### config.mk
export PLATFORM = sky130hd
export DESIGN_NAME = aofc_top
export DESIGN_NICKNAME = d
export VERILOG_FILES = /design/src/shared/aofc_pkg.sv /design/src/design/aofc_spi_port.sv /design/src/design/aofc_formatter.sv /design/src/design/aofc_top.sv
export SDC_FILE = /design/constraint.sdc
export NUM_CORES = 1
export LEC_CHECK = 0
export ABC_AREA = 1
export BUFFER_PORTS_ARGS = -buffer_cell sky130_fd_sc_hd__buf_2
export CAP_MARGIN = 5
export CORE_MARGIN = 1
export CORE_UTILIZATION = 51
export CTS_CLUSTER_DIAMETER = 80
export DETAILED_ROUTE_END_ITERATION = 16
export GPL_TIMING_DRIVEN = 0
export PLACE_DENSITY = 0.71
export RECOVER_POWER = 25
export SKIP_LAST_GASP = 1
export SYNTH_ARGS = -nofsm -noshare
export SYNTH_HDL_FRONTEND = slang
export SYNTH_SLANG_ARGS = --single-unit
### constraint.sdc
create_clock -name clk_i -period 2.82 [get_ports clk_i]
set_input_delay 0.282 -clock clk_i [delete_from_list [all_inputs] [get_ports clk_i]]
set_output_delay 0.282 -clock clk_i [all_outputs]
set_load 0.01 [all_outputs]
### src/shared/aofc_pkg.sv
// Shared constants and types for the output format configuration block
`default_nettype none
package aofc_pkg;
    localparam logic [12:0] ADDR_FMT = 13'h0014;
    localparam logic [12:0] ADDR_ADJ = 13'h0015;
    localparam logic [12:0] ADDR_PHASE = 13'h0016;
    localparam logic [12:0] ADDR_PATT = 13'h0019;
    localparam logic [7:0] FMT_RESET = 8'h00;
    localparam logic [7:0] ADJ_RESET = 8'h00;
    localparam logic [7:0] PHASE_RESET = 8'h03;
    localparam logic [7:0] PATT_RESET = 8'h00;
    localparam logic [7:0] FMT_MASK = 8'h47;
    localparam logic [7:0] ADJ_MASK = 8'h30;
    localparam logic [7:0] PHASE_MASK = 8'h0f;
    localparam logic [7:0] PATT_MASK = 8'hff;
    localparam int FMT_LOWPWR_BIT = 6;
    localparam int FMT_INV_BIT = 2;
    localparam int FMT_CODE_LSB = 0;
    localparam int ADJ_TERM_LSB = 4;
    localparam int PHASE_LSB = 0;
    localparam logic [3:0] PHASE_LAST_STEP = 4'ha;
    localparam logic [3:0] PHASE_CLAMP_SEL = 4'hb;
    localparam int NUM_PHASES = 12;
    localparam logic [1:0] CODE_OFFSET = 2'h0;
    localparam logic [1:0] CODE_TWOS = 2'h1;
    localparam logic [1:0] TERM_CODE_NONE = 2'h0;
    localparam logic [1:0] TERM_CODE_200 = 2'h1;
    localparam logic [4:0] SPI_INSTR_LAST = 5'h0f;
    localparam logic [4:0] SPI_DATA_LAST = 5'h07;
    localparam int SPI_RW_BIT = 15;

    typedef enum logic [1:0] {
        AOFC_TERM_NONE,
        AOFC_TERM_200,
        AOFC_TERM_100
    } aofc_term_t;

    typedef struct packed {
        logic low_power;
        logic invert;
        logic [1:0] code;
    } aofc_fmt_t;

    typedef struct packed {
        logic wr;
        logic [12:0] addr;
        logic [7:0] wdata;
    } aofc_wr_t;
endpackage
`default_nettype wire

### src/design/aofc_spi_port.sv
// Serial port slave: 16-bit instruction then one data byte
`timescale 1ns/100ps
`default_nettype none
module aofc_spi_port (
    input wire logic clk_i,
    input wire logic sys_rst_i,
    input wire logic sclk_i,
    input wire logic csb_i,
    input wire logic sdio_i,
    output logic sdio_o,
    output logic sdio_oe_o,
    output aofc_pkg::aofc_wr_t bus_o,
    input wire logic [7:0] rdata_i
);
    import aofc_pkg::*;

    typedef enum {ST_IDLE, ST_INSTR, ST_DATA, ST_DONE} aofc_spi_st_t;

    logic [2:0] sync1;
    logic [2:0] sync2;
    logic sclk_d;
    aofc_spi_st_t state, next_state;
    logic [4:0] cnt, next_cnt;
    logic [15:0] ins, next_ins;
    logic [7:0] dsh, next_dsh;
    logic loaded, next_loaded;
    logic oe, next_oe;
    aofc_wr_t bus, next_bus;
    logic sclk_s, csb_s, sdi_s, rise, fall, is_read;

    assign sclk_s = sync2[2];
    assign csb_s = sync2[1];
    assign sdi_s = sync2[0];
    assign rise = sclk_s & ~sclk_d;
    assign fall = ~sclk_s & sclk_d;
    assign is_read = ins[SPI_RW_BIT];

    always_comb begin
        next_state = state;
        next_cnt = cnt;
        next_ins = ins;
        next_dsh = dsh;
        next_loaded = loaded;
        next_oe = oe;
        next_bus = bus;
        next_bus.wr = 1'b0;
        if (csb_s) begin
            next_state = ST_IDLE;
            next_oe = 1'b0;
        end else begin
            case (state)
                ST_IDLE: begin
                    next_state = ST_INSTR;
                    next_cnt = 5'h00;
                    next_loaded = 1'b0;
                end
                ST_INSTR: begin
                    if (rise) begin
                        next_ins = {ins[14:0], sdi_s};
                        next_cnt = cnt + 5'h01;
                        if (cnt == SPI_INSTR_LAST) begin
                            next_state = ST_DATA;
                            next_cnt = 5'h00;
                            next_bus.addr = {ins[11:0], sdi_s};
                        end
                    end
                end
                ST_DATA: begin
                    if (is_read && fall) begin
                        next_oe = 1'b1;
                        next_loaded = 1'b1;
                        next_dsh = loaded ? {dsh[6:0], 1'b0} : rdata_i;
                    end
                    if (rise) begin
                        next_cnt = cnt + 5'h01;
                        if (!is_read) begin
                            next_dsh = {dsh[6:0], sdi_s};
                        end
                        if (cnt == SPI_DATA_LAST) begin
                            next_state = ST_DONE;
                            next_bus.wr = ~is_read;
                            next_bus.wdata = {dsh[6:0], sdi_s};
                        end
                    end
                end
                ST_DONE: begin
                    if (fall) begin
                        next_oe = 1'b0;
                    end
                end
                default: next_state = ST_IDLE;
            endcase
        end
    end

    always_ff @(posedge clk_i) begin
        if (sys_rst_i) begin
            sync1 <= 3'h2;
            sync2 <= 3'h2;
            sclk_d <= 1'b0;
            state <= ST_IDLE;
            cnt <= 5'h00;
            ins <= 16'h0000;
            dsh <= 8'h00;
            loaded <= 1'b0;
            oe <= 1'b0;
            bus <= '0;
        end else begin
            sync1 <= {sclk_i, csb_i, sdio_i};
            sync2 <= sync1;
            sclk_d <= sclk_s;
            state <= next_state;
            cnt <= next_cnt;
            ins <= next_ins;
            dsh <= next_dsh;
            loaded <= next_loaded;
            oe <= next_oe;
            bus <= next_bus;
        end
    end

    assign sdio_o = dsh[7];
    assign sdio_oe_o = oe;
    assign bus_o = bus;
endmodule
`default_nettype wire

### src/design/aofc_formatter.sv
// Output data coding: pattern select, twos complement and inversion
`timescale 1ns/100ps
`default_nettype none
module aofc_formatter #(
    parameter int DATA_W = 8
) (
    input wire logic clk_i,
    input wire logic sys_rst_i,
    input wire aofc_pkg::aofc_fmt_t fmt_i,
    input wire logic test_pat_en_i,
    input wire logic [DATA_W-1:0] pattern_i,
    input wire logic [DATA_W-1:0] sample_i,
    input wire logic sample_vld_i,
    output logic [DATA_W-1:0] data_o,
    output logic data_vld_o
);
    import aofc_pkg::*;

    logic [DATA_W-1:0] next_data;
    logic next_vld;
    logic [DATA_W-1:0] src;

    always_comb begin
        src = test_pat_en_i ? pattern_i : sample_i;
        if (fmt_i.code == CODE_TWOS) begin
            src[DATA_W-1] = ~src[DATA_W-1];
        end
        if (fmt_i.invert) begin
            src = ~src;
        end
        next_data = sample_vld_i ? src : data_o;
        next_vld = sample_vld_i;
    end

    always_ff @(posedge clk_i) begin
        if (sys_rst_i) begin
            data_o <= '0;
            data_vld_o <= 1'b0;
        end else begin
            data_o <= next_data;
            data_vld_o <= next_vld;
        end
    end

    a_invert_data: assert property (@(posedge clk_i)
        disable iff (sys_rst_i)
        sample_vld_i && !test_pat_en_i && fmt_i.invert
        && fmt_i.code == CODE_OFFSET |=> data_o == ~$past(sample_i))
        else $error("Inverted data mismatch");
    a_twos_msb: assert property (@(posedge clk_i)
        disable iff (sys_rst_i)
        sample_vld_i && !test_pat_en_i && !fmt_i.invert
        && fmt_i.code == CODE_TWOS |=> data_o ==
        {~$past(sample_i[DATA_W-1]), $past(sample_i[DATA_W-2:0])})
        else $error("Twos complement coding mismatch");
    a_pattern_fmt: assert property (@(posedge clk_i)
        disable iff (sys_rst_i)
        sample_vld_i && test_pat_en_i && fmt_i.invert
        && fmt_i.code == CODE_OFFSET |=> data_o == ~$past(pattern_i))
        else $error("Test pattern not formatted");
    a_capture_kept: assert property (@(posedge clk_i)
        disable iff (sys_rst_i)
        sample_vld_i |=> data_vld_o ##1 (data_vld_o == $past(sample_vld_i)))
        else $error("Sample capture disturbed");
endmodule
`default_nettype wire

### src/design/aofc_top.sv
// Output format, drive, clock phase and user pattern configuration
//
// Functional notes
// - Phase field bits 3..0; codes 0..10 give 0..600 degrees in 60 steps.
// - Phase codes 11 through 15 all give the 660 degree offset.
// - Phase register resets to 0x03, clock at 180 degrees.
// - Phase only picks the divider phase; sample capture is unaffected.
// - User pattern one low byte, 8 bits, reset 0x00, writable.
// - Format bit 2 set inverts the output data bits; default off.
// - Format bits 1..0: 00 offset binary, 01 twos complement.
// - Format bit 6 picks standard or low power reduced-swing signalling.
// - Termination bits 5..4: 00 none, 01 200 ohm, 1x 100 ohm.
// - Test patterns use the same output coding as normal data.
`timescale 1ns/100ps
`default_nettype none
module aofc_top #(
    parameter int DATA_W = 8
) (
    input wire logic clk_i,
    input wire logic sys_rst_i,
    input wire logic sclk_i,
    input wire logic csb_i,
    input wire logic sdio_i,
    output logic sdio_o,
    output logic sdio_oe_o,
    input wire logic [DATA_W-1:0] sample_i,
    input wire logic sample_vld_i,
    input wire logic test_pat_en_i,
    input wire logic [aofc_pkg::NUM_PHASES-1:0] div_phase_i,
    output logic data_clock_output_o,
    output logic [3:0] phase_sel_o,
    output logic lvds_low_power_o,
    output aofc_pkg::aofc_term_t term_sel_o,
    output logic [DATA_W-1:0] data_o,
    output logic data_vld_o
);
    import aofc_pkg::*;

    aofc_wr_t bus;
    logic [7:0] rdata;
    logic [7:0] fmt_reg, next_fmt;
    logic [7:0] adj_reg, next_adj;
    logic [7:0] phase_reg, next_phase;
    logic [7:0] patt_reg, next_patt;
    logic [3:0] next_phase_sel;
    aofc_term_t next_term;
    aofc_fmt_t fmt;

    function automatic logic [7:0] read_reg(
        input logic [12:0] addr,
        input logic [7:0] f,
        input logic [7:0] a,
        input logic [7:0] p,
        input logic [7:0] u
    );
        case (addr)
            ADDR_FMT: read_reg = f;
            ADDR_ADJ: read_reg = a;
            ADDR_PHASE: read_reg = p;
            ADDR_PATT: read_reg = u;
            default: read_reg = 8'h00;
        endcase
    endfunction

    function automatic logic [3:0] clamp_phase(input logic [7:0] p);
        logic [3:0] code;
        code = p[PHASE_LSB +: 4];
        if (code > PHASE_LAST_STEP) begin
            clamp_phase = PHASE_CLAMP_SEL;
        end else begin
            clamp_phase = code;
        end
    endfunction

    function automatic aofc_term_t decode_term(input logic [7:0] a);
        case (a[ADJ_TERM_LSB +: 2])
            TERM_CODE_NONE: decode_term = AOFC_TERM_NONE;
            TERM_CODE_200: decode_term = AOFC_TERM_200;
            default: decode_term = AOFC_TERM_100;
        endcase
    endfunction

    aofc_spi_port u_spi (
        .clk_i(clk_i),
        .sys_rst_i(sys_rst_i),
        .sclk_i(sclk_i),
        .csb_i(csb_i),
        .sdio_i(sdio_i),
        .sdio_o(sdio_o),
        .sdio_oe_o(sdio_oe_o),
        .bus_o(bus),
        .rdata_i(rdata)
    );

    // Reserved bits are not stored and read back as zero
    assign rdata = read_reg(bus.addr, fmt_reg, adj_reg, phase_reg, patt_reg);

    always_comb begin
        next_fmt = fmt_reg;
        next_adj = adj_reg;
        next_phase = phase_reg;
        next_patt = patt_reg;
        if (bus.wr) begin
            case (bus.addr)
                ADDR_FMT: next_fmt = bus.wdata & FMT_MASK;
                ADDR_ADJ: next_adj = bus.wdata & ADJ_MASK;
                ADDR_PHASE: next_phase = bus.wdata & PHASE_MASK;
                ADDR_PATT: next_patt = bus.wdata & PATT_MASK;
                default: next_patt = patt_reg;
            endcase
        end
        next_phase_sel = clamp_phase(next_phase);
        next_term = decode_term(next_adj);
    end

    always_ff @(posedge clk_i) begin
        if (sys_rst_i) begin
            fmt_reg <= FMT_RESET;
            adj_reg <= ADJ_RESET;
            phase_reg <= PHASE_RESET;
            patt_reg <= PATT_RESET;
            phase_sel_o <= PHASE_RESET[3:0];
            term_sel_o <= AOFC_TERM_NONE;
        end else begin
            fmt_reg <= next_fmt;
            adj_reg <= next_adj;
            phase_reg <= next_phase;
            patt_reg <= next_patt;
            phase_sel_o <= next_phase_sel;
            term_sel_o <= next_term;
        end
    end

    // Phase only steers the clock mux, never the data path
    assign data_clock_output_o = div_phase_i[phase_sel_o];
    assign lvds_low_power_o = fmt_reg[FMT_LOWPWR_BIT];

    always_comb begin
        fmt.low_power = fmt_reg[FMT_LOWPWR_BIT];
        fmt.invert = fmt_reg[FMT_INV_BIT];
        fmt.code = fmt_reg[FMT_CODE_LSB +: 2];
    end

    aofc_formatter #(
        .DATA_W(DATA_W)
    ) u_fmt (
        .clk_i(clk_i),
        .sys_rst_i(sys_rst_i),
        .fmt_i(fmt),
        .test_pat_en_i(test_pat_en_i),
        .pattern_i(patt_reg[DATA_W-1:0]),
        .sample_i(sample_i),
        .sample_vld_i(sample_vld_i),
        .data_o(data_o),
        .data_vld_o(data_vld_o)
    );

    a_phase_clamp: assert property (@(posedge clk_i)
        disable iff (sys_rst_i)
        phase_reg[3:0] > PHASE_LAST_STEP |-> phase_sel_o == 4'hb)
        else $error("High phase code not clamped");
    a_phase_steps: assert property (@(posedge clk_i)
        disable iff (sys_rst_i)
        phase_reg[3:0] <= PHASE_LAST_STEP
        |-> phase_sel_o == phase_reg[3:0])
        else $error("Phase select differs from code");
    a_phase_reset: assert property (@(posedge clk_i)
        disable iff (sys_rst_i)
        $fell(sys_rst_i) |-> phase_reg == 8'h03 && phase_sel_o == 4'h3)
        else $error("Phase reset value wrong");
    a_clock_mux: assert property (@(posedge clk_i)
        disable iff (sys_rst_i)
        data_clock_output_o == div_phase_i[phase_sel_o])
        else $error("Output clock phase not selected");
    a_patt_write: assert property (@(posedge clk_i)
        disable iff (sys_rst_i)
        bus.wr && bus.addr == ADDR_PATT
        |=> patt_reg == $past(bus.wdata))
        else $error("Pattern byte not written");
    a_low_power: assert property (@(posedge clk_i)
        disable iff (sys_rst_i)
        bus.wr && bus.addr == ADDR_FMT
        |=> lvds_low_power_o == $past(bus.wdata[6]))
        else $error("Signalling select not updated");
    a_term_hundred: assert property (@(posedge clk_i)
        disable iff (sys_rst_i)
        bus.wr && bus.addr == ADDR_ADJ && bus.wdata[5]
        |=> term_sel_o == AOFC_TERM_100)
        else $error("Termination not 100 ohm");
    a_term_none: assert property (@(posedge clk_i)
        disable iff (sys_rst_i)
        adj_reg[5:4] == 2'h0 |=> term_sel_o == AOFC_TERM_NONE
        || $past(bus.wr))
        else $error("Termination not off");
endmodule
`default_nettype wire

* Yosys cells after proc, flatten, opt, wreduce, memory -nomap -nowiden
Index checks and enable logic that the tools add are counted.
Cells by class: bitwise operators 12, $add $sub $neg 1, reduce and logical (&&, ||, !) cells 19, magnitude comparators 2, muxes and demuxes 29, equal/unequal tests 17
Operators with widths (number):
- two-way mux 32 bit | 4
- case mux 32 bit (4 select lines) | 1
- == test 32 x 2 -> 1 bit (second input constant) | 2
- == test 13 x 5 -> 1 bit (second input constant) | 4
- two-way mux 8 bit | 6
- == test 32 x 1 -> 1 bit (second input constant) | 1
- logical NOT 32 bit | 1
- case mux 8 bit (4 select lines) | 1
- two-way mux 5 bit | 3
- case mux 5 bit (3 select lines) | 1
- two-way mux 4 bit | 3
- two-way mux 6 bit | 2
- != test 2 x 1 -> 1 bit (second input constant) | 6
- AND reduction 4 bit | 3
- NOT 1 bit | 9
- AND reduction 3 bit | 3
- NOT 8 bit | 1
- AND reduction 2 bit | 3
- adder 5 x 1 -> 5 bit (second input constant) | 1
- == test 5 x 3 -> 1 bit (second input constant) | 1
- == test 5 x 4 -> 1 bit (second input constant) | 1
- < comparator 4 x 5 -> 1 bit (second input constant) | 1
- AND reduction 5 bit | 1
- OR reduction 5 bit | 1
- other kinds (12) | 20
Word-level totals: word-level logic and storage cells 101, flip-flop bits (word level) 125

* Longest topological paths before layout
Gate-level depths: netlist (run 1).
depth after elaboration 6, mapped depth 13

* By module
From an unflattened synthesis (run 1), not the netlist that was laid out.
Unflattened totals: cells, all modules 654, area, all modules 4575.6 µm²
By module, submodules not included:
- aofc_spi_port | cells an instance 380, instances 1, area each 2756.4 µm², sequential area each 1241.2 µm²
- aofc_top | cells an instance 169, instances 1, area each 1216.2 µm², sequential area each 480.5 µm²
- aofc_formatter | cells an instance 105, instances 1, area each 603.1 µm², sequential area each 180.2 µm²

* Least setup slack after synthesis (run 1)
Ideal clock, no wire load.
path type reg-to-reg, start register u_spi.cnt[0], end register u_spi.state[1], library setup time 0.119 ns, data required time 2.701 ns, stages on the path, launching flop included 11, path slack 1.195 ns, clock period less this slack 1.625 ns, path buffers 0, arrival 1.506 ns, path through dfxtp_1 -> ha_1 -> nand2_1 -> nor2_1 -> ha_1 -> nor2_1 -> inv_1 -> nand3_1 -> or2_2 -> o21ai_0 -> a21oi_1
Between the ends: cells in the longest elaborated chain, start to end 3, elaborated cells between the ends (all ways) 5
Ends and longest elaborated chain:
- from (decl) | line aofc_spi_port.sv:23 | logic [4:0] cnt, next_cnt;
- from (signal assigned) | line aofc_spi_port.sv:113 | cnt <= next_cnt;
- == test 5 x 3 -> 1 bit / == test 5 x 4 -> 1 bit (equally long branches) | line aofc_spi_port.sv:79, aofc_spi_port.sv:61
- != test 2 x 1 -> 1 bit (no source line)
- AND reduction 5 bit (no source line) (*)
- to (signal assigned) | line aofc_spi_port.sv:112 | state <= next_state;
- to (decl) | line aofc_spi_port.sv:22 | aofc_spi_st_t state, next_state;
Every way passes the cells marked *; elsewhere a longest branch is shown, timed or not. A chain may end at the register's enable or synchronous reset.

* Worst setup path after layout (run 1)
start register u_spi.state[1], end register u_spi.bus_o[20] (netlist name)
Between the ends: cells in the longest elaborated chain, start to end 2
Ends and longest elaborated chain:
- == test 32 x 1 -> 1 bit | line aofc_spi_port.sv:51 | case (state)
- AND reduction 4 bit (no source line)
No other way between the ends.

==> impl_metrics.env, run 1 <==
export IMPL_outcome="complete, no violations"
export IMPL_cts_tree="yes"
export IMPL_start_util_pct=53.5
export IMPL_ys_warn_count=0
export IMPL_dieArea_um2=8560
export IMPL_hold_violations=0
export IMPL_setup_viol_count_final=0
export IMPL_cts_max_path_buffers=2
export IMPL_grt_remaining_overflow=0
export IMPL_startpoint="u_spi.state[1]"
export IMPL_fin_crit_sh_pct=69.8
export IMPL_drv_cap=0
export IMPL_core_um2=7810
export IMPL_synth_async_reset_ratio_pct=0
export IMPL_tightest_slew_ns=0.630
export IMPL_antenna_found_initial=0
export IMPL_critPathMostFrequentCell="inv_1"
export IMPL_dp_cells=710
export IMPL_clk_pin_slew_worst_paths_ns=0.09
export IMPL_ctsResizeCount=0
export IMPL_drt_initial_drc_count=200
export IMPL_cp_max_fo=10
export IMPL_worstSkewPairLatency_ns=0.35
export IMPL_timing_rr_start="u_spi.state[1]"
export IMPL_instances_no_fill=726
export IMPL_final_common_cell="nand2_1"
export IMPL_hold_path_startpoint="csb_i"
export IMPL_ys_dominant_reg_cell="dfxtp_1"
export IMPL_dr_pass1_iters=5
export IMPL_ys_seq_area_share_pct=45.5
export IMPL_reg2reg_to="u_spi.bus_o[20]"
export IMPL_drcViolationCount=0
export IMPL_cts_hold_buf=0
export IMPL_synth_seq_cells=95
export IMPL_grt_use_total_pct=23.5
export IMPL_wl_per_cell_um=13.1
export IMPL_via_count=3810
export IMPL_skew_ns=0.0121
export IMPL_drt_total_wl_mm=9.53
export IMPL_die_h_um=92.5
export IMPL_min_path_cells=2
export IMPL_critical_path_buf_inv_count=3
export IMPL_critPathSlowestCell="nor3_4"
export IMPL_area_growth_pct=11.8
export IMPL_syn_area_per_cell_um2=7.39
export IMPL_post_route_util_pct=59.8
export IMPL_cp_top_family="simple AND/OR/NAND/NOR gates"
export IMPL_final_cell_mix="nand2_1 (101), dfxtp_1 (95), inv_1 (74), o21ai_0 (71), nor2_1 (61)"
export IMPL_max_slew_margin_rel_pct=58.0
export IMPL_power_density_nw_per_um2=492
export IMPL_grt_max_degree=16
export IMPL_synth_cell_type_count=39
export IMPL_setup_ws_ns=0.852
export IMPL_grt_pass1_vias=3583
export IMPL_syn_nets=599
export IMPL_final_antenna_net_count=0
export IMPL_antennaDiodeCount=0
export IMPL_slew_violations=0
export IMPL_end_kind="register"
export IMPL_fmax_mhz=508
export IMPL_critPathLaunchType="register"
export IMPL_vias_per_cell=5.25
export IMPL_ir_drop_uv=250
export IMPL_rows=32
export IMPL_cts_num_sinks=95
export IMPL_chipWidth_um=92.5
export IMPL_leakage_nw=1.91
export IMPL_root_buffer="clkbuf_8"
export IMPL_routabilityCongestion=0.887
export IMPL_hp_class="input port to register"
export IMPL_setup_tns_ns=0
export IMPL_syn_cell_area_um2=4180
export IMPL_final_nets=653
export IMPL_finalCriticalPeriod_ns=1.97
export IMPL_grt_pass1_wl_mm=16.0
export IMPL_port_buffers=43
export IMPL_post_cts_buffers=0
export IMPL_worstSetupPathType="register to register"
export IMPL_cts_made_buffers=9
export IMPL_syn_inst=565
export IMPL_post_place_ws_ns=0.868
export IMPL_hpwl_mm=7.13
export IMPL_slowest_delay_ns=0.35
export IMPL_cp_required_ns=3.05
export IMPL_synth_edf_count=0
export IMPL_rrSetupSlack_ns=0.85
export IMPL_crit_arrival_ns=2.20
export IMPL_h_tree_depth=3
export IMPL_crit_chain="inv_1, ha_1, inv_1, nor3_4, nand2_1, clkbuf_1, o21ai_0, a21oi_1"
export IMPL_io_pins=46
export IMPL_drive_gt1_share_pct=11.1
export IMPL_holdPathEnd="u_spi.sync1[1]"
export IMPL_worstRegToRegCells=8
export IMPL_rsz0062_at_grt="false"
export IMPL_largest_reg_flops=22
[how the worst max path moves through the flow]
stage | endpoint | slack, ns | cells past startpoint
5_1_grt | u_spi.bus_o[20] | 0.68 | 8
2_1_floorplan | u_spi.state[1] | 1.19 | 10
3_5_place_dp | u_spi.bus_o[20] | 0.87 | 8
4_1_cts | u_spi.bus_o[20] | 0.85 | 8
3_3_place_gp | u_spi.bus_o[20] | 0.92 | 8
6_report | u_spi.bus_o[20] | 0.85 | 8
[layer usage]
metal / track usage [%] / up-vias / share of wire [%] / routed length, um
met1: 31.0 / 1725 / 48 / 4600
met4: 8.33 / 0 / 1.6 / 148
met5: 0 / - / 0 / 0
met2: 39.3 / 114 / 45 / 4290
met3: 3.20 / 12 / 5.2 / 496
li1: - / 1959 / - / -
[per-stage QoR]
step | instance area (um2) | total power [mW] | hold slack (ns)
after detailed placement | 4520 | 1.53 | 0.395
after global routing | 4670 | 2.37 | 0.100
after global placement | 4520 | 1.52 | 0.392
final | 4670 | 2.30 | 0.104
after CTS | 4700 | 2.32 | 0.0959
after floorplan | 4180 | 1.48 | 0.386
[layout make-up]
type	count	area, um2
Sequential cell	95	1900
Timing Repair Buffer	43	193
Clock inverter	4	31.3
Tap cell	102	128
Multi-Input combinational cell	371	1890
Fill cell	769	3140
Buffer	21	88.8
Inverter	78	294
Clock buffer	12	145
[cell usage after synthesis, types with 2 or more instances]
cell type | n | share of area (%)
nand2_1 | 101 | 9.1
dfxtp_1 | 95 | 46
inv_1 | 74 | 6.7
o21ai_0 | 71 | 8.5
nor2_1 | 60 | 5.4
a21oi_1 | 59 | 7.1
clkbuf_1 | 13 | 1.2
o221ai_1 | 11 | 2.3
a211oi_1 | 8 | 1.4
ha_1 | 7 | 2.1
nand3_1 | 7 | 0.84
nor2_2 | 6 | 0.90
nor3_1 | 6 | 0.72
buf_2 | 5 | 0.60
a31oi_1 | 4 | 0.60
inv_2 | 3 | 0.27
nor2_4 | 3 | 0.81
o21ai_2 | 3 | 0.63
or2_2 | 3 | 0.45
a21boi_0 | 2 | 0.36
buf_1 | 2 | 0.18
nand2_2 | 2 | 0.30
o22ai_1 | 2 | 0.30
or2_0 | 2 | 0.30
xor2_1 | 2 | 0.42
[cell families (layout without fill, tap and decap cells)]
kind of cell | Yosys count | count (layout) | share of synthesized area [%]
compound gates | 164 | 164 | 22.0
buf+inv | 99 | 158 | 9.17
simple gates | 198 | 198 | 20.8
flops | 95 | 95 | 45.5
xor+xnor | 2 | 2 | 0.419
fa+ha+maj | 7 | 7 | 2.10
[power breakdown]
part | internal [mW] | leakage (nW) | switching (mW)
sequential | 1.36 | 0.769 | 0.00944
clock | 0.347 | 0.0788 | 0.456
combinational | 0.0471 | 1.06 | 0.0811
total | 1.75 | 1.91 | 0.546
Note: power is estimated with default switching activity, not from simulation.
==> run 2, diff against run 1 <==
==> constraint.sdc (replaced) <==
create_clock -name clk_i -period 1.9 [get_ports clk_i]
set_input_delay 0.19 -clock clk_i [delete_from_list [all_inputs] [get_ports clk_i]]
set_output_delay 0.19 -clock clk_i [all_outputs]
set_load 0.01 [all_outputs]
==> run 2 against run 1 <==
Against the previous run:
- total power increased by 49%
- clock skew increased by 0.0013 ns
- cell area increased by 1.2%
- sequential cell count unchanged
- largest cell class is now multi-input gates
- largest power group unchanged
- highest routed layer unchanged
==> impl_metrics.env, run 2 (synthesized netlist as in run 1, its figures left out) <==
export IMPL_outcome="complete, no violations"
export IMPL_crit_chain="ha_1, nand2_1, nor2_2, ha_1, nand2_1, clkbuf_1, o21ai_0, a21oi_1"
export IMPL_grt_remaining_overflow=0
export IMPL_drive_gt1_share_pct=13.2
export IMPL_finalCriticalPeriod_ns=1.79
export IMPL_start_util_pct=53.5
export IMPL_max_slew_margin_rel_pct=57.8
export IMPL_drcViolationCount=0
export IMPL_antennaDiodeCount=0
export IMPL_dieArea_um2=8560
export IMPL_crit_arrival_ns=2.07
export IMPL_hpwl_mm=7.13
export IMPL_slowest_delay_ns=0.34
export IMPL_slew_violations=0
export IMPL_io_pins=46
export IMPL_setup_viol_count_final=0
export IMPL_core_um2=7810
export IMPL_leakage_nw=1.93
export IMPL_cp_required_ns=2.18
export IMPL_rsz0062_at_grt="true"
export IMPL_final_cell_mix="nand2_1 (101), dfxtp_1 (93), inv_1 (73), o21ai_0 (70), a21oi_1 (59)"
export IMPL_cts_num_sinks=95
export IMPL_root_buffer="clkbuf_8"
export IMPL_post_place_ws_ns=-0.0515
export IMPL_cts_max_path_buffers=2
export IMPL_dr_pass1_iters=4
export IMPL_wl_per_cell_um=13.2
export IMPL_grt_pass1_wl_mm=16.0
export IMPL_critPathSlowestCell="dfxtp_2"
export IMPL_final_nets=657
export IMPL_worstSkewPairLatency_ns=0.36
export IMPL_final_common_cell="nand2_1"
export IMPL_routabilityCongestion=0.887
export IMPL_critical_path_buf_inv_count=1
export IMPL_ir_drop_uv=377
export IMPL_drt_total_wl_mm=9.63
export IMPL_cts_made_buffers=9
export IMPL_critPathLaunchType="register"
export IMPL_antenna_found_initial=0
export IMPL_skew_ns=0.0134
export IMPL_final_antenna_net_count=0
export IMPL_h_tree_depth=3
export IMPL_fmax_mhz=560
export IMPL_end_kind="register"
export IMPL_drv_cap=0
export IMPL_grt_pass1_vias=3583
export IMPL_chipWidth_um=92.5
export IMPL_setup_ws_ns=0.114
export IMPL_fin_crit_sh_pct=94.0
export IMPL_cp_max_fo=10
export IMPL_hold_violations=0
export IMPL_vias_per_cell=5.25
export IMPL_die_h_um=92.5
export IMPL_power_density_nw_per_um2=722
export IMPL_worstSetupPathType="register to register"
export IMPL_via_count=3835
export IMPL_cts_tree="yes"
export IMPL_tightest_slew_ns=0.634
export IMPL_largest_reg_flops=22
export IMPL_cp_top_family="adder cells"
export IMPL_grt_use_total_pct=23.5
export IMPL_port_buffers=43
export IMPL_clk_pin_slew_worst_paths_ns=0.09
export IMPL_drt_initial_drc_count=170
export IMPL_post_route_util_pct=60.5
export IMPL_hp_class="input port to register"
export IMPL_rows=32
export IMPL_grt_max_degree=16
export IMPL_area_growth_pct=13.1
## run 2: worst register-to-register path, stage by stage (launching register included)
cell,delay [ns]
dfxtp_2,0.34
ha_1,0.21
nand2_1,0.13
nor2_2,0.05
ha_1,0.21
nand2_1,0.13
clkbuf_1,0.32
o21ai_0,0.17
a21oi_1,0.15
## run 2: repair_timing
item	4_1_cts	5_1_grt
resized for setup	0	9
hold buffers	0	0
buffers inserted	0	4
hold endpoints to repair	0	0
endpoints found under the setup margin	2	23
pin swaps	1	2
## run 2: layout make-up
cell class,instances,area (um2)
Tap cell,102,128
Multi-Input combinational cell,371,1910
Fill cell,761,3080
Buffer,21,88.8
Clock inverter,4,31.3
Timing Repair Buffer,47,224
Sequential cell,95,1900
Clock buffer,12,145
Inverter,78,294
## run 2: per-stage QoR
stage	total power [mW]	setup TNS (ns)	area, um2	hold slack [ns]	instances
2_1_floorplan	2.19	0	4180	0.294	565
3_3_place_gp	2.26	0	4520	0.372	710
3_5_place_dp	2.27	-0.0515	4520	0.375	710
4_1_cts	3.44	0	4700	0.00393	726
5_1_grt	3.53	-0.0239	4720	0.00835	730
6_report	3.41	0	4720	0.0127	730
## run 2: report_power, final
part / leakage (nW) / internal (mW) / switching (mW)
Combinational: 1.08 / 0.0708 / 0.122
Sequential: 0.769 / 2.01 / 0.0141
Clock: 0.0788 / 0.515 / 0.677
Total: 1.93 / 2.60 / 0.814
## run 2: worst paths after layout
kind	from	endpoint	slack, ns	cells past startpoint
setup reg to reg	u_spi.cnt[0]	u_spi.bus_o[20]	0.11	8
hold reg to reg	u_spi.sync1[0]	u_spi.sync2[0]	0.41	2
setup / recovery	u_spi.cnt[0]	u_spi.bus_o[20]	0.11	8
hold / removal	csb_i	u_spi.sync1[1]	0.01	2
## run 2: routing by layer
metal / share of wire, % / vias up / track usage [%]
met4: 1.5 / 0 / 8.33
met5: 0 / - / 0
li1: - / 1967 / -
met1: 48 / 1752 / 31.0
met2: 45 / 104 / 39.3
met3: 4.7 / 12 / 3.20
==> run 3, diff against run 2 <==
==> constraint.sdc (replaced) <==
create_clock -name clk_i -period 1.7 [get_ports clk_i]
set_input_delay 0.17 -clock clk_i [delete_from_list [all_inputs] [get_ports clk_i]]
set_output_delay 0.17 -clock clk_i [all_outputs]
set_load 0.01 [all_outputs]
==> run 3 against run 2 <==
Against the previous run:
- count of clock-buffer cells in the layout unchanged
- fmax up 6.1%
- cell area up 4.5%
- core utilization up 2.7 points
- worst setup slack worse by 0.098 ns
- sequential share of layout area down 1.7 points
- routed wire length up 3.8%
- largest power group unchanged
- critical path type unchanged
- critical path depth up 2
- total power up 13%
- clock skew down 0.0012 ns
- sequential cell count unchanged
- largest cell class unchanged
==> impl_metrics.env, run 3 (synthesized netlist as in run 1, its figures left out) <==
export IMPL_drt_total_wl_mm=10.0
export IMPL_drcViolationCount=0
export IMPL_h_tree_depth=3
export IMPL_ir_drop_uv=442
export IMPL_critical_path_buf_inv_count=2
export IMPL_start_util_pct=53.5
export IMPL_vias_per_cell=5.25
export IMPL_via_count=3866
export IMPL_antennaDiodeCount=0
export IMPL_drv_cap=0
export IMPL_largest_reg_flops=22
export IMPL_critPathSlowestCell="dfxtp_2"
export IMPL_worstRegToRegCells=10
export IMPL_min_path_cells=3
export IMPL_finalCriticalPeriod_ns=1.68
export IMPL_die_h_um=92.5
export IMPL_worstSkewPairLatency_ns=0.36
export IMPL_wl_per_cell_um=13.6
export IMPL_port_buffers=43
export IMPL_post_route_cell_area_um2=4940
export IMPL_fmax_mhz=594
export IMPL_cts_num_sinks=95
export IMPL_rsz0062_at_grt="true"
export IMPL_cp_max_fo=3
export IMPL_drive_gt1_share_pct=18.5
export IMPL_skew_ns=0.0122
export IMPL_worstSetupPathType="register to register"
export IMPL_hpwl_mm=7.13
export IMPL_rrSetupSlack_ns=0.02
export IMPL_timing_rr_start="u_spi.cnt[1]"
export IMPL_leakage_nw=2.00
export IMPL_crit_cells=10
export IMPL_slew_violations=0
export IMPL_max_slew_margin_rel_pct=56.1
export IMPL_rows=32
export IMPL_cts_made_buffers=9
export IMPL_grt_pass1_wl_mm=16.2
export IMPL_root_buffer="clkbuf_8"
export IMPL_final_nets=663
export IMPL_power_density_nw_per_um2=779
export IMPL_cts_max_path_buffers=2
export IMPL_crit_chain="ha_4, nand2_4, nor2_4, buf_4, inv_1, ha_1, a2bb2oi_2, nor2_1, o21ai_1, a21oi_1"
export IMPL_io_pins=46
export IMPL_core_um2=7810
export IMPL_setup_tns_ns=0
export IMPL_slowest_delay_ns=0.37
export IMPL_antenna_found_initial=0
export IMPL_placed_cell_area_um2=4520
export IMPL_hold_path_startpoint="sdio_i"
export IMPL_dieArea_um2=8560
export IMPL_critPathLaunchType="register"
export IMPL_area_growth_pct=18.2
export IMPL_final_cell_mix="nand2_1 (97), dfxtp_1 (92), o21ai_0 (67), inv_1 (66), a21oi_1 (56)"
export IMPL_grt_remaining_overflow=0
export IMPL_num_fill_cells=727
export IMPL_end_kind="register"
export IMPL_clk_pin_slew_worst_paths_ns=0.09
export IMPL_routabilityCongestion=0.887
export IMPL_grt_use_total_pct=23.8
export IMPL_cp_top_family="adder cells"
export IMPL_outcome="complete, no violations"
export IMPL_fin_crit_sh_pct=99.1
export IMPL_holdPathEnd="u_spi.sync1[0]"
export IMPL_crit_arrival_ns=1.97
export IMPL_setup_viol_count_final=0
export IMPL_reg2reg_to="u_spi.cnt[4]"
export IMPL_cp_required_ns=1.98
export IMPL_cts_tree="yes"
export IMPL_hp_class="input port to register"
export IMPL_hold_violations=0
export IMPL_grt_pass1_vias=3638
export IMPL_chipWidth_um=92.5
export IMPL_final_common_cell="nand2_1"
export IMPL_grt_max_degree=16
export IMPL_tightest_slew_ns=0.658
export IMPL_dr_pass1_iters=5
export IMPL_drt_initial_drc_count=213
export IMPL_final_antenna_net_count=0
[run 3: cell types whose count changed in the layout (fill, tap and decap cells not counted), moves of 4 or more]
cell,delta
inv_1,-7
inv_2,+4
nand2_1,-4
ha_4,+4
buf_4,+6
[run 3: final cells by class]
class | count | area (um2) | area share, %
Buffer | 21 | 98.8 | 2.00
Tap cell | 102 | 128 | 2.58
Sequential cell | 95 | 1910 | 38.6
Multi-Input combinational cell | 371 | 2050 | 41.5
Clock inverter | 4 | 31.3 | 0.633
Inverter | 78 | 304 | 6.16
Timing Repair Buffer | 53 | 273 | 5.52
Clock buffer | 12 | 145 | 2.94
[run 3: repair_timing]
item,4_1_cts,5_1_grt
setup endpoints to repair,42,49
resized for setup,13,48
endpoints found under the hold margin,1,0
hold buffers,1,0
buffers inserted,6,3
pin swaps,3,8
gates cloned,0,0
[run 3: worst register-to-register path, stage by stage (launching register included)]
cell and delay [ns]:
dfxtp_2 0.37, ha_4 0.16, nand2_4 0.07, nor2_4 0.11, buf_4 0.11, inv_1 0.03
ha_1 0.28, a2bb2oi_2 0.17, nor2_1 0.09, o21ai_1 0.09, a21oi_1 0.14
[run 3: how the worst max path moves through the flow]
stage | slack [ns] | startpoint | endpoint
global route | -0.06 | u_spi.state[0] | u_spi.bus_o[6]
global placement | -0.20 | u_spi.state[1] | u_spi.bus_o[20]
detailed placement | -0.25 | u_spi.state[1] | u_spi.bus_o[20]
floorplan | 0.07 | u_spi.cnt[0] | u_spi.state[1]
finish | 0.02 | u_spi.cnt[1] | u_spi.cnt[4]
CTS | 0.008 | u_spi.state[0] | u_spi.dsh[3]
[run 3: per-layer routing]
metal / wire (um) / up-vias / track usage, % / share of wire [%]
met2: 4660 / 93 / 40.2 / 47
met1: 4770 / 1780 / 31.1 / 48
met3: 411 / 12 / 3.20 / 4.1
met4: 161 / 0 / 8.33 / 1.6
met5: 0 / - / 0 / 0
li1: - / 1981 / - / -
[run 3: where the power goes]
| part | switching [mW] | internal, mW | total [mW] |
|---|---|---|---|
| sequential | 0.0177 | 2.25 | 2.27 |
| combinational | 0.145 | 0.0896 | 0.235 |
| clock | 0.769 | 0.576 | 1.34 |
[run 3: through the flow]
| step | power (mW) | utilization (%) | hold WS, ns | setup WS [ns] | instances |
|---|---|---|---|---|---|
| 2_1_floorplan | 2.45 | - | 0.274 | 0.0749 | 565 |
| 3_3_place_gp | 2.53 | 57.9 | 0.352 | -0.199 | 710 |
| 3_5_place_dp | 2.53 | 57.9 | 0.355 | -0.252 | 710 |
| 4_1_cts | 3.85 | 61.3 | 0.00559 | 0.00764 | 733 |
| 5_1_grt | 3.97 | 63.3 | 0.0166 | -0.0616 | 736 |
| 6_report | 3.85 | 63.3 | 0.0119 | 0.0159 | 736 |
